==> src/irqc_pkg.sv <==
// constants, field layout and helpers for the interrupt controller and pin-4 mux
// assumes an 8-bit register address and 16-bit register data on the control port
// Behaviour
// - pin 4 general use needs direction 0, enable 1
// - general mode: bit clock from master clock, input
// - mode enable at 7Ch bit 7, reset 0
// - function select ignored while pin is bit clock
// - function select codes decode; others reserved
// - four sources can raise the interrupt
// - pins are sources only as general inputs
// - flags sticky, cleared by writing one
// - flags readable at any time
// - masked flags still latch, no interrupt
// - interrupt is OR of unmasked flags
// - interrupt holds until unmasked flags cleared
// - per-source polarity inversion before latching
// - per-source selectable debounce before latching
// - status at 7Fh: OR bit 10, flags
// - mask at 80h bits 9,8,5 reset 1
// - loop-lock mask at bit 2, reset 1
// - polarity at 81h, bits reset 0
// - debounce enables at 82h, reset 0
package irqc_pkg;

    // ------------------------------------------------------------
    // register offsets
    // ------------------------------------------------------------
    localparam logic [7:0] OFS_PIN4_CTRL = 8'h7c;
    localparam logic [7:0] OFS_STATUS = 8'h7f;
    localparam logic [7:0] OFS_MASK = 8'h80;
    localparam logic [7:0] OFS_POLARITY = 8'h81;
    localparam logic [7:0] OFS_DEBOUNCE = 8'h82;

    // ------------------------------------------------------------
    // field positions and reset values
    // ------------------------------------------------------------
    localparam int POS_MODE_ENA = 7;
    localparam int POS_IRQ_OR = 10;
    localparam int POS_PIN4 = 9;
    localparam int POS_SEQ = 8;
    localparam int POS_PIN1 = 5;
    localparam int POS_LOCK = 2;
    localparam logic RST_MODE_ENA = 1'b0;
    localparam logic [3:0] RST_SEL = 4'h0;
    localparam logic [3:0] RST_FLAGS = 4'h0;
    localparam logic [3:0] RST_MASK = 4'hf;
    localparam logic [3:0] RST_POLARITY = 4'h0;
    localparam logic [3:0] RST_DEBOUNCE = 4'h0;

    // source index inside the 4-bit vectors
    localparam int SRC_LOCK = 0;
    localparam int SRC_PIN1 = 1;
    localparam int SRC_SEQ = 2;
    localparam int SRC_PIN4 = 3;
    localparam int NUM_SRC = 4;

    // ------------------------------------------------------------
    // pin-4 function select codes
    // ------------------------------------------------------------
    localparam logic [3:0] SEL_INPUT = 4'h0;
    localparam logic [3:0] SEL_CLK_OUT = 4'h1;
    localparam logic [3:0] SEL_DRIVE_LOW = 4'h2;
    localparam logic [3:0] SEL_DRIVE_HIGH = 4'h3;
    localparam logic [3:0] SEL_IRQ_OUT = 4'h4;
    localparam logic [3:0] SEL_LOCK_OUT = 4'h5;
    localparam logic [3:0] SEL_LOOP_CLK = 4'h9;

    // ------------------------------------------------------------
    // timing
    // ------------------------------------------------------------
    localparam int DEBOUNCE_CYCLES = 16;
    localparam logic [3:0] MIN_CLK_DIV = 4'h2;

    // ------------------------------------------------------------
    // helpers
    // ------------------------------------------------------------
    function automatic logic [15:0] pack_src(input logic [3:0] v);
        logic [15:0] w;
        w = 16'h0000;
        w[POS_LOCK] = v[SRC_LOCK];
        w[POS_PIN1] = v[SRC_PIN1];
        w[POS_SEQ] = v[SRC_SEQ];
        w[POS_PIN4] = v[SRC_PIN4];
        return w;
    endfunction

    function automatic logic [3:0] unpack_src(input logic [15:0] w);
        logic [3:0] v;
        v = 4'h0;
        v[SRC_LOCK] = w[POS_LOCK];
        v[SRC_PIN1] = w[POS_PIN1];
        v[SRC_SEQ] = w[POS_SEQ];
        v[SRC_PIN4] = w[POS_PIN4];
        return v;
    endfunction

endpackage

==> src/irqc_cond_if.sv <==
// carrier between the controller and its debounce filter
// assumes both ends run on clk_sys
`timescale 1ns/100ps
`default_nettype none
interface irqc_cond_if;
    logic [3:0] raw;
    logic [3:0] enable;
    logic [3:0] clean;
    modport ctrl (output raw, output enable, input clean);
    modport filt (input raw, input enable, output clean);
endinterface
`default_nettype wire

==> src/irqc_debounce.sv <==
// per-source debounce filter with bypass
// assumes sources already synchronous to clk_sys
`timescale 1ns/100ps
`default_nettype none
module irqc_debounce #(
    parameter int HOLD = irqc_pkg::DEBOUNCE_CYCLES
) (
    input wire logic clk_sys,
    input wire logic arst_n,
    irqc_cond_if.filt cond
);
    localparam int CW = $clog2(HOLD + 1);
    localparam logic [CW-1:0] HOLD_LAST = CW'(HOLD - 1);

    logic [CW-1:0] cnt [irqc_pkg::NUM_SRC];

    // ------------------------------------------------------------
    // filters
    // ------------------------------------------------------------
    for (genvar i = 0; i < irqc_pkg::NUM_SRC; i++) begin : g_src
        always_ff @(posedge clk_sys or negedge arst_n) begin
            if (!arst_n) begin
                cnt[i] <= '0;
                cond.clean[i] <= 1'b0;
            end else if (!cond.enable[i] || cond.raw[i] == cond.clean[i]) begin
                // bypass follows the level; a matching level restarts the hold
                cnt[i] <= '0;
                if (!cond.enable[i]) begin
                    cond.clean[i] <= cond.raw[i];
                end
            end else if (cnt[i] >= HOLD_LAST) begin
                cnt[i] <= '0;
                cond.clean[i] <= cond.raw[i];
            end else begin
                cnt[i] <= cnt[i] + 1'b1;
            end
        end
    end
endmodule // irqc_debounce
`default_nettype wire

==> src/irqc_top.sv <==
// interrupt controller for four sources plus the pin-4 function multiplexer
// assumes all inputs synchronous to clk_sys; register port is a simple strobe port
`timescale 1ns/100ps
`default_nettype none
module irqc_top #(
    parameter int DEBOUNCE_HOLD = irqc_pkg::DEBOUNCE_CYCLES
) (
    input wire logic clk_sys,
    input wire logic arst_n,
    input wire logic [7:0] reg_addr,
    input wire logic [15:0] reg_wdata,
    input wire logic reg_wr,
    input wire logic reg_rd,
    output logic [15:0] reg_rdata,
    input wire logic bclk_dir,
    input wire logic aif_bclk_out,
    input wire logic pin4_in,
    output logic pin4_out,
    output logic pin4_oe_n,
    output logic aif_bclk_from_mclk,
    input wire logic pin1_in,
    input wire logic pin1_is_input,
    input wire logic loop_lock,
    input wire logic loop_clock,
    input wire logic sequencer_busy,
    input wire logic [3:0] output_clock_divider,
    output logic irq_out
);

    // ------------------------------------------------------------
    // register state
    // ------------------------------------------------------------
    logic pin4_general_mode_enable;
    logic [3:0] pin4_sel;
    logic [3:0] event_flag;
    logic [3:0] event_mask;
    logic [3:0] event_polarity;
    logic [3:0] event_debounce;

    logic wr_pin4;
    logic wr_status;
    logic wr_mask;
    logic wr_pol;
    logic wr_db;
    logic [3:0] clear_req;
    logic [3:0] set_req;
    logic [3:0] src_gate;
    logic [3:0] src_raw;
    logic pin4_general;
    logic [3:0] eff_sel;
    logic irq_any;

    assign wr_pin4 = reg_wr && reg_addr == irqc_pkg::OFS_PIN4_CTRL;
    assign wr_status = reg_wr && reg_addr == irqc_pkg::OFS_STATUS;
    assign wr_mask = reg_wr && reg_addr == irqc_pkg::OFS_MASK;
    assign wr_pol = reg_wr && reg_addr == irqc_pkg::OFS_POLARITY;
    assign wr_db = reg_wr && reg_addr == irqc_pkg::OFS_DEBOUNCE;

    // ------------------------------------------------------------
    // pin-4 role
    // ------------------------------------------------------------
    // general use needs both the direction and the enable
    assign pin4_general = !bclk_dir && pin4_general_mode_enable;
    // select only counts in general mode
    assign eff_sel = pin4_general ? pin4_sel : irqc_pkg::SEL_INPUT;

    always_ff @(posedge clk_sys or negedge arst_n) begin
        if (!arst_n) begin
            pin4_general_mode_enable <= irqc_pkg::RST_MODE_ENA;
            pin4_sel <= irqc_pkg::RST_SEL;
        end else if (wr_pin4) begin
            pin4_general_mode_enable <= reg_wdata[irqc_pkg::POS_MODE_ENA];
            pin4_sel <= reg_wdata[3:0];
        end
    end

    // ------------------------------------------------------------
    // output clock divider
    // ------------------------------------------------------------
    // toggles every divider count, so the pin period is twice the count
    logic [3:0] div_cnt;
    logic [3:0] div_last;
    logic div_tick;
    logic div_clk;

    assign div_last = (output_clock_divider < irqc_pkg::MIN_CLK_DIV)
        ? irqc_pkg::MIN_CLK_DIV - 4'h1 : output_clock_divider - 4'h1;
    assign div_tick = div_cnt >= div_last;

    always_ff @(posedge clk_sys or negedge arst_n) begin
        if (!arst_n) begin
            div_cnt <= 4'h0;
        end else if (div_tick) begin
            div_cnt <= 4'h0;
        end else begin
            div_cnt <= div_cnt + 4'h1;
        end
    end

    always_ff @(posedge clk_sys or negedge arst_n) begin
        if (!arst_n) begin
            div_clk <= 1'b0;
        end else if (div_tick) begin
            div_clk <= !div_clk;
        end
    end

    // ------------------------------------------------------------
    // pin-4 driver
    // ------------------------------------------------------------
    logic next_pin4_out;
    logic next_pin4_oe_n;

    always_comb begin
        next_pin4_out = 1'b0;
        next_pin4_oe_n = 1'b1;
        if (!pin4_general) begin
            // bit-clock role: drive only as audio master
            next_pin4_out = aif_bclk_out;
            next_pin4_oe_n = !bclk_dir;
        end else begin
            case (eff_sel)
                irqc_pkg::SEL_CLK_OUT: begin
                    next_pin4_out = div_clk;
                    next_pin4_oe_n = 1'b0;
                end
                irqc_pkg::SEL_DRIVE_LOW: begin
                    next_pin4_out = 1'b0;
                    next_pin4_oe_n = 1'b0;
                end
                irqc_pkg::SEL_DRIVE_HIGH: begin
                    next_pin4_out = 1'b1;
                    next_pin4_oe_n = 1'b0;
                end
                irqc_pkg::SEL_IRQ_OUT: begin
                    next_pin4_out = irq_out;
                    next_pin4_oe_n = 1'b0;
                end
                irqc_pkg::SEL_LOCK_OUT: begin
                    next_pin4_out = loop_lock;
                    next_pin4_oe_n = 1'b0;
                end
                irqc_pkg::SEL_LOOP_CLK: begin
                    next_pin4_out = loop_clock;
                    next_pin4_oe_n = 1'b0;
                end
                // input and reserved codes leave the pin floating
                default: begin
                    next_pin4_out = 1'b0;
                    next_pin4_oe_n = 1'b1;
                end
            endcase
        end
    end

    always_ff @(posedge clk_sys or negedge arst_n) begin
        if (!arst_n) begin
            pin4_out <= 1'b0;
            pin4_oe_n <= 1'b1;
            aif_bclk_from_mclk <= 1'b0;
        end else begin
            pin4_out <= next_pin4_out;
            pin4_oe_n <= next_pin4_oe_n;
            aif_bclk_from_mclk <= pin4_general;
        end
    end

    // ------------------------------------------------------------
    // source conditioning
    // ------------------------------------------------------------
    irqc_cond_if cond ();

    // polarity inversion ahead of the filter
    assign src_raw[irqc_pkg::SRC_LOCK] = loop_lock;
    assign src_raw[irqc_pkg::SRC_PIN1] = pin1_in;
    assign src_raw[irqc_pkg::SRC_SEQ] = sequencer_busy;
    assign src_raw[irqc_pkg::SRC_PIN4] = pin4_in;
    assign cond.raw = src_raw ^ event_polarity;
    assign cond.enable = event_debounce;

    irqc_debounce #(
        .HOLD(DEBOUNCE_HOLD)
    ) u_debounce (
        .clk_sys(clk_sys),
        .arst_n(arst_n),
        .cond(cond)
    );

    // pins only count as sources while they are general inputs
    always_comb begin
        src_gate = 4'hf;
        src_gate[irqc_pkg::SRC_PIN1] = pin1_is_input;
        src_gate[irqc_pkg::SRC_PIN4] = pin4_general && eff_sel == irqc_pkg::SEL_INPUT;
    end

    assign set_req = cond.clean & src_gate;
    assign clear_req = wr_status ? irqc_pkg::unpack_src(reg_wdata) : 4'h0;

    // ------------------------------------------------------------
    // sticky flags, control registers and interrupt
    // ------------------------------------------------------------
    always_ff @(posedge clk_sys or negedge arst_n) begin
        if (!arst_n) begin
            event_flag <= irqc_pkg::RST_FLAGS;
        end else begin
            // set wins over a simultaneous clear
            event_flag <= (event_flag & ~clear_req) | set_req;
        end
    end

    always_ff @(posedge clk_sys or negedge arst_n) begin
        if (!arst_n) begin
            event_mask <= irqc_pkg::RST_MASK;
        end else if (wr_mask) begin
            event_mask <= irqc_pkg::unpack_src(reg_wdata);
        end
    end

    always_ff @(posedge clk_sys or negedge arst_n) begin
        if (!arst_n) begin
            event_polarity <= irqc_pkg::RST_POLARITY;
            event_debounce <= irqc_pkg::RST_DEBOUNCE;
        end else begin
            if (wr_pol) begin
                event_polarity <= irqc_pkg::unpack_src(reg_wdata);
            end
            if (wr_db) begin
                event_debounce <= irqc_pkg::unpack_src(reg_wdata);
            end
        end
    end

    assign irq_any = |(event_flag & ~event_mask);

    always_ff @(posedge clk_sys or negedge arst_n) begin
        if (!arst_n) begin
            irq_out <= 1'b0;
        end else begin
            irq_out <= irq_any;
        end
    end

    // ------------------------------------------------------------
    // read port
    // ------------------------------------------------------------
    logic [15:0] next_rdata;

    always_comb begin
        next_rdata = 16'h0000;
        case (reg_addr)
            irqc_pkg::OFS_PIN4_CTRL: begin
                next_rdata[irqc_pkg::POS_MODE_ENA] = pin4_general_mode_enable;
                next_rdata[3:0] = pin4_sel;
            end
            irqc_pkg::OFS_STATUS: begin
                // sequencer flag is not meaningful while it runs
                next_rdata = irqc_pkg::pack_src(event_flag);
                next_rdata[irqc_pkg::POS_IRQ_OR] = irq_out;
            end
            irqc_pkg::OFS_MASK: begin
                next_rdata = irqc_pkg::pack_src(event_mask);
            end
            irqc_pkg::OFS_POLARITY: begin
                next_rdata = irqc_pkg::pack_src(event_polarity);
            end
            irqc_pkg::OFS_DEBOUNCE: begin
                next_rdata = irqc_pkg::pack_src(event_debounce);
            end
            default: begin
                next_rdata = 16'h0000;
            end
        endcase
    end

    always_ff @(posedge clk_sys or negedge arst_n) begin
        if (!arst_n) begin
            reg_rdata <= 16'h0000;
        end else if (reg_rd) begin
            reg_rdata <= next_rdata;
        end
    end
endmodule // irqc_top
`default_nettype wire

==> config.mk <==
export PLATFORM = sky130hd
export DESIGN_NAME = irqc_top
export DESIGN_NICKNAME = d
export VERILOG_FILES = /design/src/irqc_pkg.sv /design/src/irqc_cond_if.sv /design/src/irqc_debounce.sv /design/src/irqc_top.sv
export SDC_FILE = /design/constraint.sdc
export NUM_CORES = 1
export LEC_CHECK = 0
export ABC_AREA = 1
export ABC_CLOCK_PERIOD_IN_PS = 1500
export BUFFER_PORTS_ARGS = -buffer_cell sky130_fd_sc_hd__buf_2
export CELL_PAD_IN_SITES_DETAIL_PLACEMENT = 0
export CELL_PAD_IN_SITES_GLOBAL_PLACEMENT = 1
export CORE_MARGIN = 2
export CORE_UTILIZATION = 37
export DETAILED_ROUTE_END_ITERATION = 10
export PLACE_DENSITY = 0.76
export REMOVE_ABC_BUFFERS = 1
export SKIP_LAST_GASP = 1
export SYNTH_ARGS = -nofsm -noshare
export SYNTH_HDL_FRONTEND = slang
export SYNTH_SLANG_ARGS = --single-unit
==> constraint.sdc <==
create_clock -name clk_sys -period 1.5 [get_ports clk_sys]
set_input_delay 0.15 -clock clk_sys [delete_from_list [all_inputs] [get_ports clk_sys]]
set_output_delay 0.15 -clock clk_sys [all_outputs]
set_load 0.02 [all_outputs]
# Yosys cells after proc, flatten, opt, wreduce, memory -nomap -nowiden
# Cells that the tools add are included.
[totals]
n_memories = 0
romBits = 0
latchBits = 0
ramBits = 0
register_bits = 70
[op_classes]
order_cmp = 6
n_eq_ne = 19
addsub = 6
mux = 32
mul = 0
n_reduce_logical = 28
shift = 0
bitwise = 7
n_div = 0
[ops]
columns = ["op", "count"]
rows = [
  ["2-to-1 mux 5 bit", 8],
  ["equality test 8 bit, second input constant", 3],
  ["adder 5 x 1 -> 5 bit, second input constant", 4],
  ["greater-or-equal comparator 5 x 4 -> 1 bit, second input constant", 4],
  ["one-hot mux 4 bit (5 select lines)", 1],
  ["equality test 8 x 7 -> 1 bit, second input constant", 2],
  ["2-to-1 mux 1 bit", 16],
  ["2-to-1 mux 4 bit", 4],
  ["bitwise AND 4 bit", 3],
  ["one-hot mux 3 bit (4 select lines)", 1],
  ["equality test 4 x 2 -> 1 bit, second input constant", 2],
  ["equality test 4 x 3 -> 1 bit, second input constant", 2],
  ["!= test 2 bit, second input constant", 4],
  ["inverter 4 bit", 2],
  ["one-hot mux 2 bit (4 select lines)", 1],
  ["AND reduction 2 bit", 4],
  ["nonzero test 2 bit", 4],
  ["logical AND 1 bit", 7],
  ["zero test 1 bit", 6],
  ["OR reduction 6 bit", 1],
  ["one-hot mux 1 bit (5 select lines)", 1],
  ["adder 4 x 1 -> 4 bit, second input constant", 1],
  ["equality test 1 bit", 4],
  ["equality test 4 x 1 -> 1 bit, second input constant", 1],
  ["other kinds (9)", 12],
]

# Longest topological paths before layout
# Gate-level depths: netlist of run 1.
[depth]
word_depth = 7
depth_mapped = 10
mapped_depth_nobuf = 10

# Cells and area by module
# Synthesis of run 1 repeated with hierarchy kept, for this count alone.
[hier_totals]
hier_cells = 386
hier_area_um2 = 3348.2
[modules_own_cells]
columns = ["mod", "area_per_inst_um2", "cells_per_inst", "instances"]
rows = [
  ["irqc_top", 2195.9, 263, 1],
  ["irqc_debounce", 1152.4, 123, 1],
]

# Least setup slack after synthesis of run 1
# OpenSTA, ideal clock, no wires.
[synth_timing]
path_kind = "reg-to-reg"
start = "reg u_debounce.cnt[15] in the netlist's numbering"
end = "reg u_debounce.cond.clean[0]"
slack_ps = 3
t_arrival_ps = 1378
period_less_slack_ps = 1497
t_required_ps = 1380
setup_ps = 120
path_buffers = 0
stages_incl_launch_ff = 9
path_cell_list = "dfrtp_1 -> ha_1 -> nand2_1 -> nor2_1 -> ha_1 -> nor3_2 -> nand2_1 -> o21ai_0 -> inv_1"
[synth_via]
elab_chain_len = 3
[synth_rtl]
columns = ["element", "line", "text"]
rows = [
  ["start, declared", "irqc_debounce.sv:15", "logic [CW-1:0] cnt [irqc_pkg::NUM_SRC];"],
  ["start signal, assigned by index", "irqc_debounce.sv:35", "cnt[i] <= cnt[i] + 1'b1;"],
  ["greater-or-equal comparator 5 x 4 -> 1 bit", "irqc_debounce.sv:31", "end else if (cnt[i] >= HOLD_LAST) begin"],
  ["nonzero test 2 bit (no source line)", "-", ""],
  ["AND reduction 2 bit (no source line)", "-", ""],
  ["end signal, assigned by index", "irqc_debounce.sv:29", "cond.clean[i] <= cond.raw[i];"],
  ["end signal, assigned by index", "irqc_debounce.sv:33", "cond.clean[i] <= cond.raw[i];"],
  ["end, declared", "irqc_cond_if.sv:10", "modport filt (input raw, input enable, output clean);"],
]
# No other way between the ends.
# A chain may end at the register's enable or synchronous reset.

# Worst setup path after layout of run 1
[layout_timing]
start = "reg u_debounce.cnt[1] in the netlist's numbering"
end = "reg u_debounce.cnt[2] in the netlist's numbering"
[layout_via]
elab_chain_len = 3
elab_cells_between_ends = 4
classes_between = "add/sub: 1; order compare: 1; mux: 2"
[layout_rtl]
columns = ["element", "line", "text"]
rows = [
  ["adder 5 x 1 -> 5 bit or greater-or-equal comparator 5 x 4 -> 1 bit (tied branches)", "irqc_debounce.sv:35, irqc_debounce.sv:31", ""],
  ["2-to-1 mux 5 bit (*)", "irqc_debounce.sv:31", ""],
  ["2-to-1 mux 5 bit (*)", "irqc_debounce.sv:25", "end else if (!cond.enable[i] || cond.raw[i] == cond.clean[i]) begin"],
]
# Mark *: on every way between the ends. The rest lies on a longest branch, timed or not.

==> impl_summary.txt, run 1 <==
----------------------------------------------------
[Yosys]
  Post-synthesis cell area ... about 0.0033 mm^2
  Count of flip-flops with a built-in enable after synthesis ... 0
  Sequential share of the synthesized area ... approximately 48%
  Synth warnings ... 0
  Leading post-synthesis cells by cell area ... dfrtp_1 44%, nand2_1 8.1%, inv_1 7.0%, ha_1 5.3%, nor2_1 4.4%
  Top cell types by occurrence after synthesis ... 72 x nand2_1, 62 x inv_1, 58 x dfrtp_1
  Cell variety after synth ... 32
  Proportion of register bits with asynchronous set or reset after synthesis ... 100.0%
  Post-synthesis instance total ... roughly 390
  Yosys reg bits ... between 60 and 70
  Cell type with the highest aggregate area in the netlist ... dfrtp_1
  Syn_area_per_cell ... around 8.5 um^2
  Top_reg_cell synth ... dfrtp_1
  Area share of the leading cell type in the synthesized netlist ... a little over two fifths
  Cell with the most instances after synthesis ... nand2_1

[Power and ir drop]
  Power density over cell area ... ~950 mW/mm^2
  Leakage component of the power ... 2.059 nW
  Worst vdd ir ... approximately 0.00057 V
  Overall power of the completed layout ... 0.003878 W

[Drt]
  Wirelength per Cell ... roughly 13 um
  Length of the first detailed-routing pass in iterations ... 4
  Via count normalized by instance count ... ~4.7
  Residual DRC ... 0
  Aggregate routed wire length ... 7.493 mm
  Number of nets with antenna violations after routing ... 0
  Number of violations reported at the end of detailed-routing iteration 0 ... 130
  Via count ... 2,717

[STA]
  Final-report max-slew violation count ... 0
  Worst Clk Skew ... 0.01132 ns
  RSZ-0062 raised after global routing ... yes
  Final count of negative-setup-slack endpoints ... 3
  Highest clock rate ... 649.9 MHz
  Final clock period utilization by the worst path ... 102.6%
  Minimum period implied by the final worst setup slack ... 1.539 ns
  Worst setup margin ... -0.03861 ns
  Final hold violation count ... 0

[Worst setup path]
  Arrival time at the worst endpoint ... between 1.5 and 2 ns
  Endpoint type of the worst setup path ... flop
  Kind of critical path ... flop to flop
  Largest fanout on the critical path ... 2
  Worst path required time ... roughly 1.7 ns
  Kind of start point of the critical path ... flop

[Global routing]
  Global-route wire length before repair ... about 13 mm
  Number of antenna violations at the first check in global routing ... 0
  Final global-route overflow total ... 0
  Number of global-route vias before repair ... between 2,000 and 3,000
  Total Routing Usage GR ... between 10% and 20%
  Pin count of the biggest net entering global routing ... 64

[Finish]
  Final core occ ... between 40% and 50%
  Inserted Diodes ... 0
  Total area of multi-input combinational cells ... around 0.0015 mm^2
  Area Growth Syn to Fin ... 22.93%
  Fraction of final layout cells with drive strength greater than 1 ... between 20% and 30%
  Filler Cells Inserted ... 855
  Net count reported at finish ... slightly above 500
  Post-route non-filler standard cell count ... about 580
  Sequential cell area ... ~0.0016 mm^2

[Placed design]
  Weighted congestion at the end of routability-driven global placement ... 0.8058
  Port Buffer Count ... 44
  Worst setup slack after placement ... -0.1806 ns
  Detailed Place HPWL ... 5.384 mm
  Cell count after placement ... between 500 and 600

[Floorplanning]
  Top-Level Pins ... 60
  Die Ht ... 98.70 um
  Die area ... 0.009742 mm^2
  Initial Util ... approximately two fifths
  Die Wd ... 98.70 um
  Number of standard-cell rows in the floorplan ... 34
  Placeable core region ... approximately 0.0087 mm^2

[Clock network]
  Bufs on Longest Clock Path ... 2
  Clock tree from TritonCTS ... yes
  Clock transition at path regs ... roughly 0.070 ns
  Total number of H-tree levels ... 3
  Number of sinks handled by clock tree synthesis ... 63
  Library cell used as clock root buffer ... clkbuf_8
  Number of buffers created by CTS ... 9
  Clock Latency Late Sink ... approximately 0.33 ns

[Min path]
  Path category of the worst min-delay check ... input port to flop

[Run status]
  Failing checks ... negative setup slack
  Run status ... finished with violations

[Flow run]
  # Max-Cap Violations ... 0

----------------------------------------------------
-- final timing paths --
check,start,endpoint,slack [ns],depth (start not counted)
worst min-delay path,reg_wdata[5],event_polarity[1],0.05,3
min in group asynchronous,arst_n,reg_rdata[2],0.37,3
worst max-delay path,u_debounce.cnt[1],u_debounce.cnt[2],-0.04,10
max in group asynchronous,arst_n,event_mask[1],0.82,3
worst min register to register,div_clk,div_clk,0.47,1
worst max register to register,u_debounce.cnt[1],u_debounce.cnt[2],-0.04,10
-- report_power, final --
part / internal [W] / switching [W]
Sequential: 0.00182 / 0.0000940
Combinational: 0.000238 / 0.000361
Clock: 0.000727 / 0.000641
-- kinds of logic after synthesis --
group	Yosys count	share of synthesized area (%)
AOI/OAI and AO/OA	48	7.654
xor gates and xnor gates	12	3.167
adders and majority gates	14	5.279
buffers and inverters	72	9.163
DFF	63	47.70
other	1	0.1130
and+or+nand+nor	182	26.92
-- stage by stage --
stage / hold slack (ns) / instance area (um^2) / setup TNS, ns
6_report: 0.04896 / 4079 / -0.04902
4_1_cts: 0.05148 / 3990 / -0.01120
3_3_place_gp: 0.1921 / 3701 / -0.2030
5_1_grt: 0.06782 / 4079 / -0.3331
3_5_place_dp: 0.1927 / 3701 / -0.6615
2_1_floorplan: -0.1456 / 3273 / 0
-- cells in the final DEF (no fill, tap or decap), drive strengths merged, types with 13 or more instances in the layout --
| cell | count |
|---|---|
| nand3 | 32 |
| ha | 14 |
| nand2 | 77 |
| nor2 | 48 |
| dfrtp | 58 |
| buf | 63 |
| inv | 63 |
| nor3 | 15 |
| o21ai | 35 |
| clkbuf | 13 |
-- routing by layer --
metal,track usage [%],vias to the layer above,wire [um]
li1,-,1381,-
met4,5.479,0,97
met1,21.42,1269,3496
met2,26.37,57,3525
met5,0,-,0
met3,3.121,10,373
-- registers in the layout, indices dropped and copies added (netlist names) --
signal / cells
u_debounce.cnt: 20
reg_rdata: 9
cond.enable: 4
div_cnt: 4
event_flag: 4
event_mask: 4
event_polarity: 4
pin4_sel: 4
u_debounce.cond.clean: 4
aif_bclk_from_mclk: 1
div_clk: 1
irq_out: 1
pin4_general_mode_enable: 1
pin4_oe_n: 1
pin4_out: 1
-- worst max-delay path, stage by stage (launching register included) --
cell     delay [ns]
dfrtp_1        0.37
ha_2           0.20
nand2_2        0.06
buf_6          0.11
buf_4          0.12
buf_4          0.12
buf_4          0.12
buf_4          0.12
buf_4          0.12
nand3_2        0.06
nor2_2         0.03
-- area by class of cell --
class	instances	share of cell area [%]
flip-flops and latches	63	38.80
multi-input cells	263	37.61
repair buffers	65	9.969
inverters	63	5.798
clock buffers	13	4.141
well taps	108	3.313
clock inverters	2	0.3681
-- timing repair --
item | CTS | global route
gates resized for setup | 12 | 18
setup buffers | 7 | 4
hold buffers | 2 | 0
pin swaps | 8 | 14
hold endpoints to repair | 59 | 0
endpoints found under the setup margin | 7 | 26
Power figures use the tool's default switching activity.
==> run 2: changes to the inputs <==
--- a/config.mk
+++ b/config.mk
@@ -6,14 +6,14 @@
 export NUM_CORES = 1
 export LEC_CHECK = 0
 export ABC_AREA = 1
-export ABC_CLOCK_PERIOD_IN_PS = 1500
 export BUFFER_PORTS_ARGS = -buffer_cell sky130_fd_sc_hd__buf_2
 export CELL_PAD_IN_SITES_DETAIL_PLACEMENT = 0
 export CELL_PAD_IN_SITES_GLOBAL_PLACEMENT = 1
 export CORE_MARGIN = 2
 export CORE_UTILIZATION = 37
+export CTS_CLUSTER_SIZE = 28
 export DETAILED_ROUTE_END_ITERATION = 10
-export PLACE_DENSITY = 0.76
+export PLACE_DENSITY_LB_ADDON = 0.1
 export REMOVE_ABC_BUFFERS = 1
 export SKIP_LAST_GASP = 1
 export SYNTH_ARGS = -nofsm -noshare
==> impl_summary.txt, run 2 (synthesized netlist as in run 1, its figures left out) <==
----------------------------------------------------
[Min path]
  End of the worst hold path ... event_polarity[3]
  Path category of the worst min-delay check ... input port to flop
  Worst hold path startpoint ... reg_wdata[9]
  Instance count along the most critical hold path ... 3

[Drt]
  Residual DRC ... 0
  Aggregate routed wire length ... ~7.4 mm
  Via count ... around 2,700
  Via count normalized by instance count ... 4.668
  Wirelength per Cell ... ~13 um
  Number of nets with antenna violations after routing ... 0
  Length of the first detailed-routing pass in iterations ... 4
  Number of violations reported at the end of detailed-routing iteration 0 ... just under 100

[Run status]
  Failing checks ... negative setup slack
  Run status ... finished with violations

[Placed design]
  Detailed Place HPWL ... around 5.3 mm
  Worst setup slack after placement ... -0.1652 ns
  Port Buffer Count ... between 40 and 50
  Weighted congestion at the end of routability-driven global placement ... between 0.7 and 0.8

[Finish]
  Most used cells in the layout excluding fill and tap cells ... 70 x nand2_1, 60 x inv_1, 58 x dfrtp_1
  Flip-flop count of the largest register after layout ... 20
  Registers with the most flip-flops ... u_debounce.cnt: 20 flops, reg_rdata: 9 flops
  Fraction of final layout cells with drive strength greater than 1 ... approximately 28%
  Register with the highest flop count ... u_debounce.cnt
  Net count reported at finish ... just over 500
  Inserted Diodes ... 0
  Area Growth Syn to Fin ... 23.68%
  Most frequent standard cell in the layout excluding fill and tap cells ... nand2_1

[STA]
  RSZ-0062 raised after global routing ... yes
  Highest clock rate ... roughly 660 MHz
  Final count of negative-setup-slack endpoints ... 3
  Minimum period implied by the final worst setup slack ... about 1.5 ns
  Final setup TNS ... -0.02869 ns
  Worst setup margin ... -0.01328 ns
  Final hold violation count ... 0
  Worst Clk Skew ... around 0.009 ns
  Final-report max-slew violation count ... 0
  Final clock period utilization by the worst path ... 100.9%

[Worst setup path]
  Family of cells with the greatest summed delay on the critical path ... simple AND/OR/NAND/NOR gates
  Worst path required time ... around 1.8 ns
  Kind of start point of the critical path ... flop
  Worst reg-to-reg setup slack ... -0.01 ns
  Cells traversed along the worst timing path ... ha_2 > nand2_4 > nor2_4 > ha_4 > nor3_4 > buf_6 > inv_4 > nor3_2
  Endpoint type of the worst setup path ... flop
  Kind of critical path ... flop to flop
  CP Buf/Inv Count ... 2
  Crit path depth ... 8
  Depth of the worst register-to-register path ... 8
  Arrival time at the worst endpoint ... roughly 1.8 ns
  Slowest stage cell on the critical path ... dfrtp_1
  Delay contributed by the slowest stage of the critical path ... between 0.3 and 0.4 ns
  Reg2Reg Launch Point ... u_debounce.cnt[16]
  Largest fanout on the critical path ... 4
  Capture instance of the worst register-to-register path ... u_debounce.cnt[15]

[Clock network]
  Number of sinks handled by clock tree synthesis ... 63
  Clock transition at path regs ... approximately 0.07 ns
  Clock Latency Late Sink ... 0.34 ns
  Clock tree from TritonCTS ... yes
  Library cell used as clock root buffer ... clkbuf_8
  Total number of H-tree levels ... 3
  Number of buffers created by CTS ... 9
  Bufs on Longest Clock Path ... 2

[Global routing]
  Number of antenna violations at the first check in global routing ... 0
  Number of global-route vias before repair ... between 2,000 and 3,000
  Global-route wire length before repair ... ~13 mm
  Total Routing Usage GR ... 16.41%
  Final global-route overflow total ... 0
  Pin count of the biggest net entering global routing ... 64

[Power and ir drop]
  Net switching power figure ... ~0.0011 W
  Internal power of the cells ... between 0.002 and 0.003 W
  Clock power share ... between 30% and 40%
  Power density over cell area ... around 950 mW/mm^2
  Worst vdd ir ... 0.0004856 V
  Share of total power in sequential cells ... about half
  Sw Share ... ~29%
  Leakage component of the power ... slightly above 2 nW
  Combinational Power Share ... ~15%

[Floorplanning]
  Die area ... approximately 0.01 mm^2
  Initial Util ... a little under two fifths
  Placeable core region ... 0.008721 mm^2
  Number of standard-cell rows in the floorplan ... 34
  Die Wd ... 98.70 um
  Top-Level Pins ... 60
  Die Ht ... ~100 um

[Flow run]
  # Max-Cap Violations ... 0

----------------------------------------------------
-- run 2: changes by cell type in the layout (fill, tap and decap cells not counted), moves of 2 or more --
| cell | delta |
|---|---|
| buf_4 | -2 |
| clkinv_2 | +2 |
| ha_1 | +2 |
| ha_2 | -3 |
| nor2_1 | -2 |
-- run 2: power by group through the flow --
| stage | Sequential, W | Clock [W] | Combinational (W) |
|---|---|---|---|
| final | 0.00191 | 0.00139 | 0.000596 |
| after global placement | 0.00194 | 0 | 0.000568 |
| after global routing | 0.00193 | 0.00152 | 0.000706 |
| after floorplan | 0.00193 | 0 | 0.000380 |
| after CTS | 0.00191 | 0.00144 | 0.000590 |
| after detailed placement | 0.00194 | 0 | 0.000581 |
-- run 2: what timing repair did --
action | CTS | global route
hold buffers | 2 | 0
endpoints found under the setup margin | 10 | 26
endpoints found under the hold margin | 59 | 0
buffers inserted | 7 | 1
pin swaps | 7 | 17
resized for setup | 9 | 28
gates cloned | 0 | 0
-- run 2: how the worst max path moves through the flow --
stage / slack, ns / endpoint / startpoint
2_1_floorplan: 0.003 / u_debounce.cond.clean[0] / u_debounce.cnt[15]
3_3_place_gp: -0.14 / div_clk / output_clock_divider[1]
3_5_place_dp: -0.17 / div_clk / output_clock_divider[1]
4_1_cts: -0.02 / u_debounce.cnt[15] / u_debounce.cnt[16]
5_1_grt: -0.09 / u_debounce.cnt[19] / u_debounce.cnt[16]
6_report: -0.01 / u_debounce.cnt[15] / u_debounce.cnt[16]
-- run 2: worst min-delay path: stages --
cell and delay, ns:
buf_2 0.09, nand2_1 0.04, o21ai_0 0.05
-- run 2: area by class of cell --
cell class	count	area (um^2)
Clock buffer	13	168.9
Clock inverter	3	17.52
Fill cell	868	4617
Inverter	63	239.0
Multi-Input combinational cell	263	1569
Sequential cell	63	1583
Tap cell	108	135.1
Timing Repair Buffer	63	391.6
-- run 2: routing by layer --
metal,track usage [%],up-vias,share of wire (%)
met2,26.84,40,48
li1,-,1381,-
met3,3.475,10,3.9
met5,0,-,0
met1,21.29,1258,46
met4,6.639,0,1.8
-- run 2: through the flow --
step	utilization (%)	area [um^2]	std cells	hold WS, ns	total power [W]
4_1_cts	45.91	4004	576	0.02503	0.003936
3_5_place_dp	42.61	3716	551	0.1967	0.002525
6_report	47.06	4104	576	0.03379	0.003903
5_1_grt	47.06	4104	576	0.02971	0.004154
2_1_floorplan	-	3273	389	-0.1456	0.002305
3_3_place_gp	42.61	3716	551	0.1974	0.002508
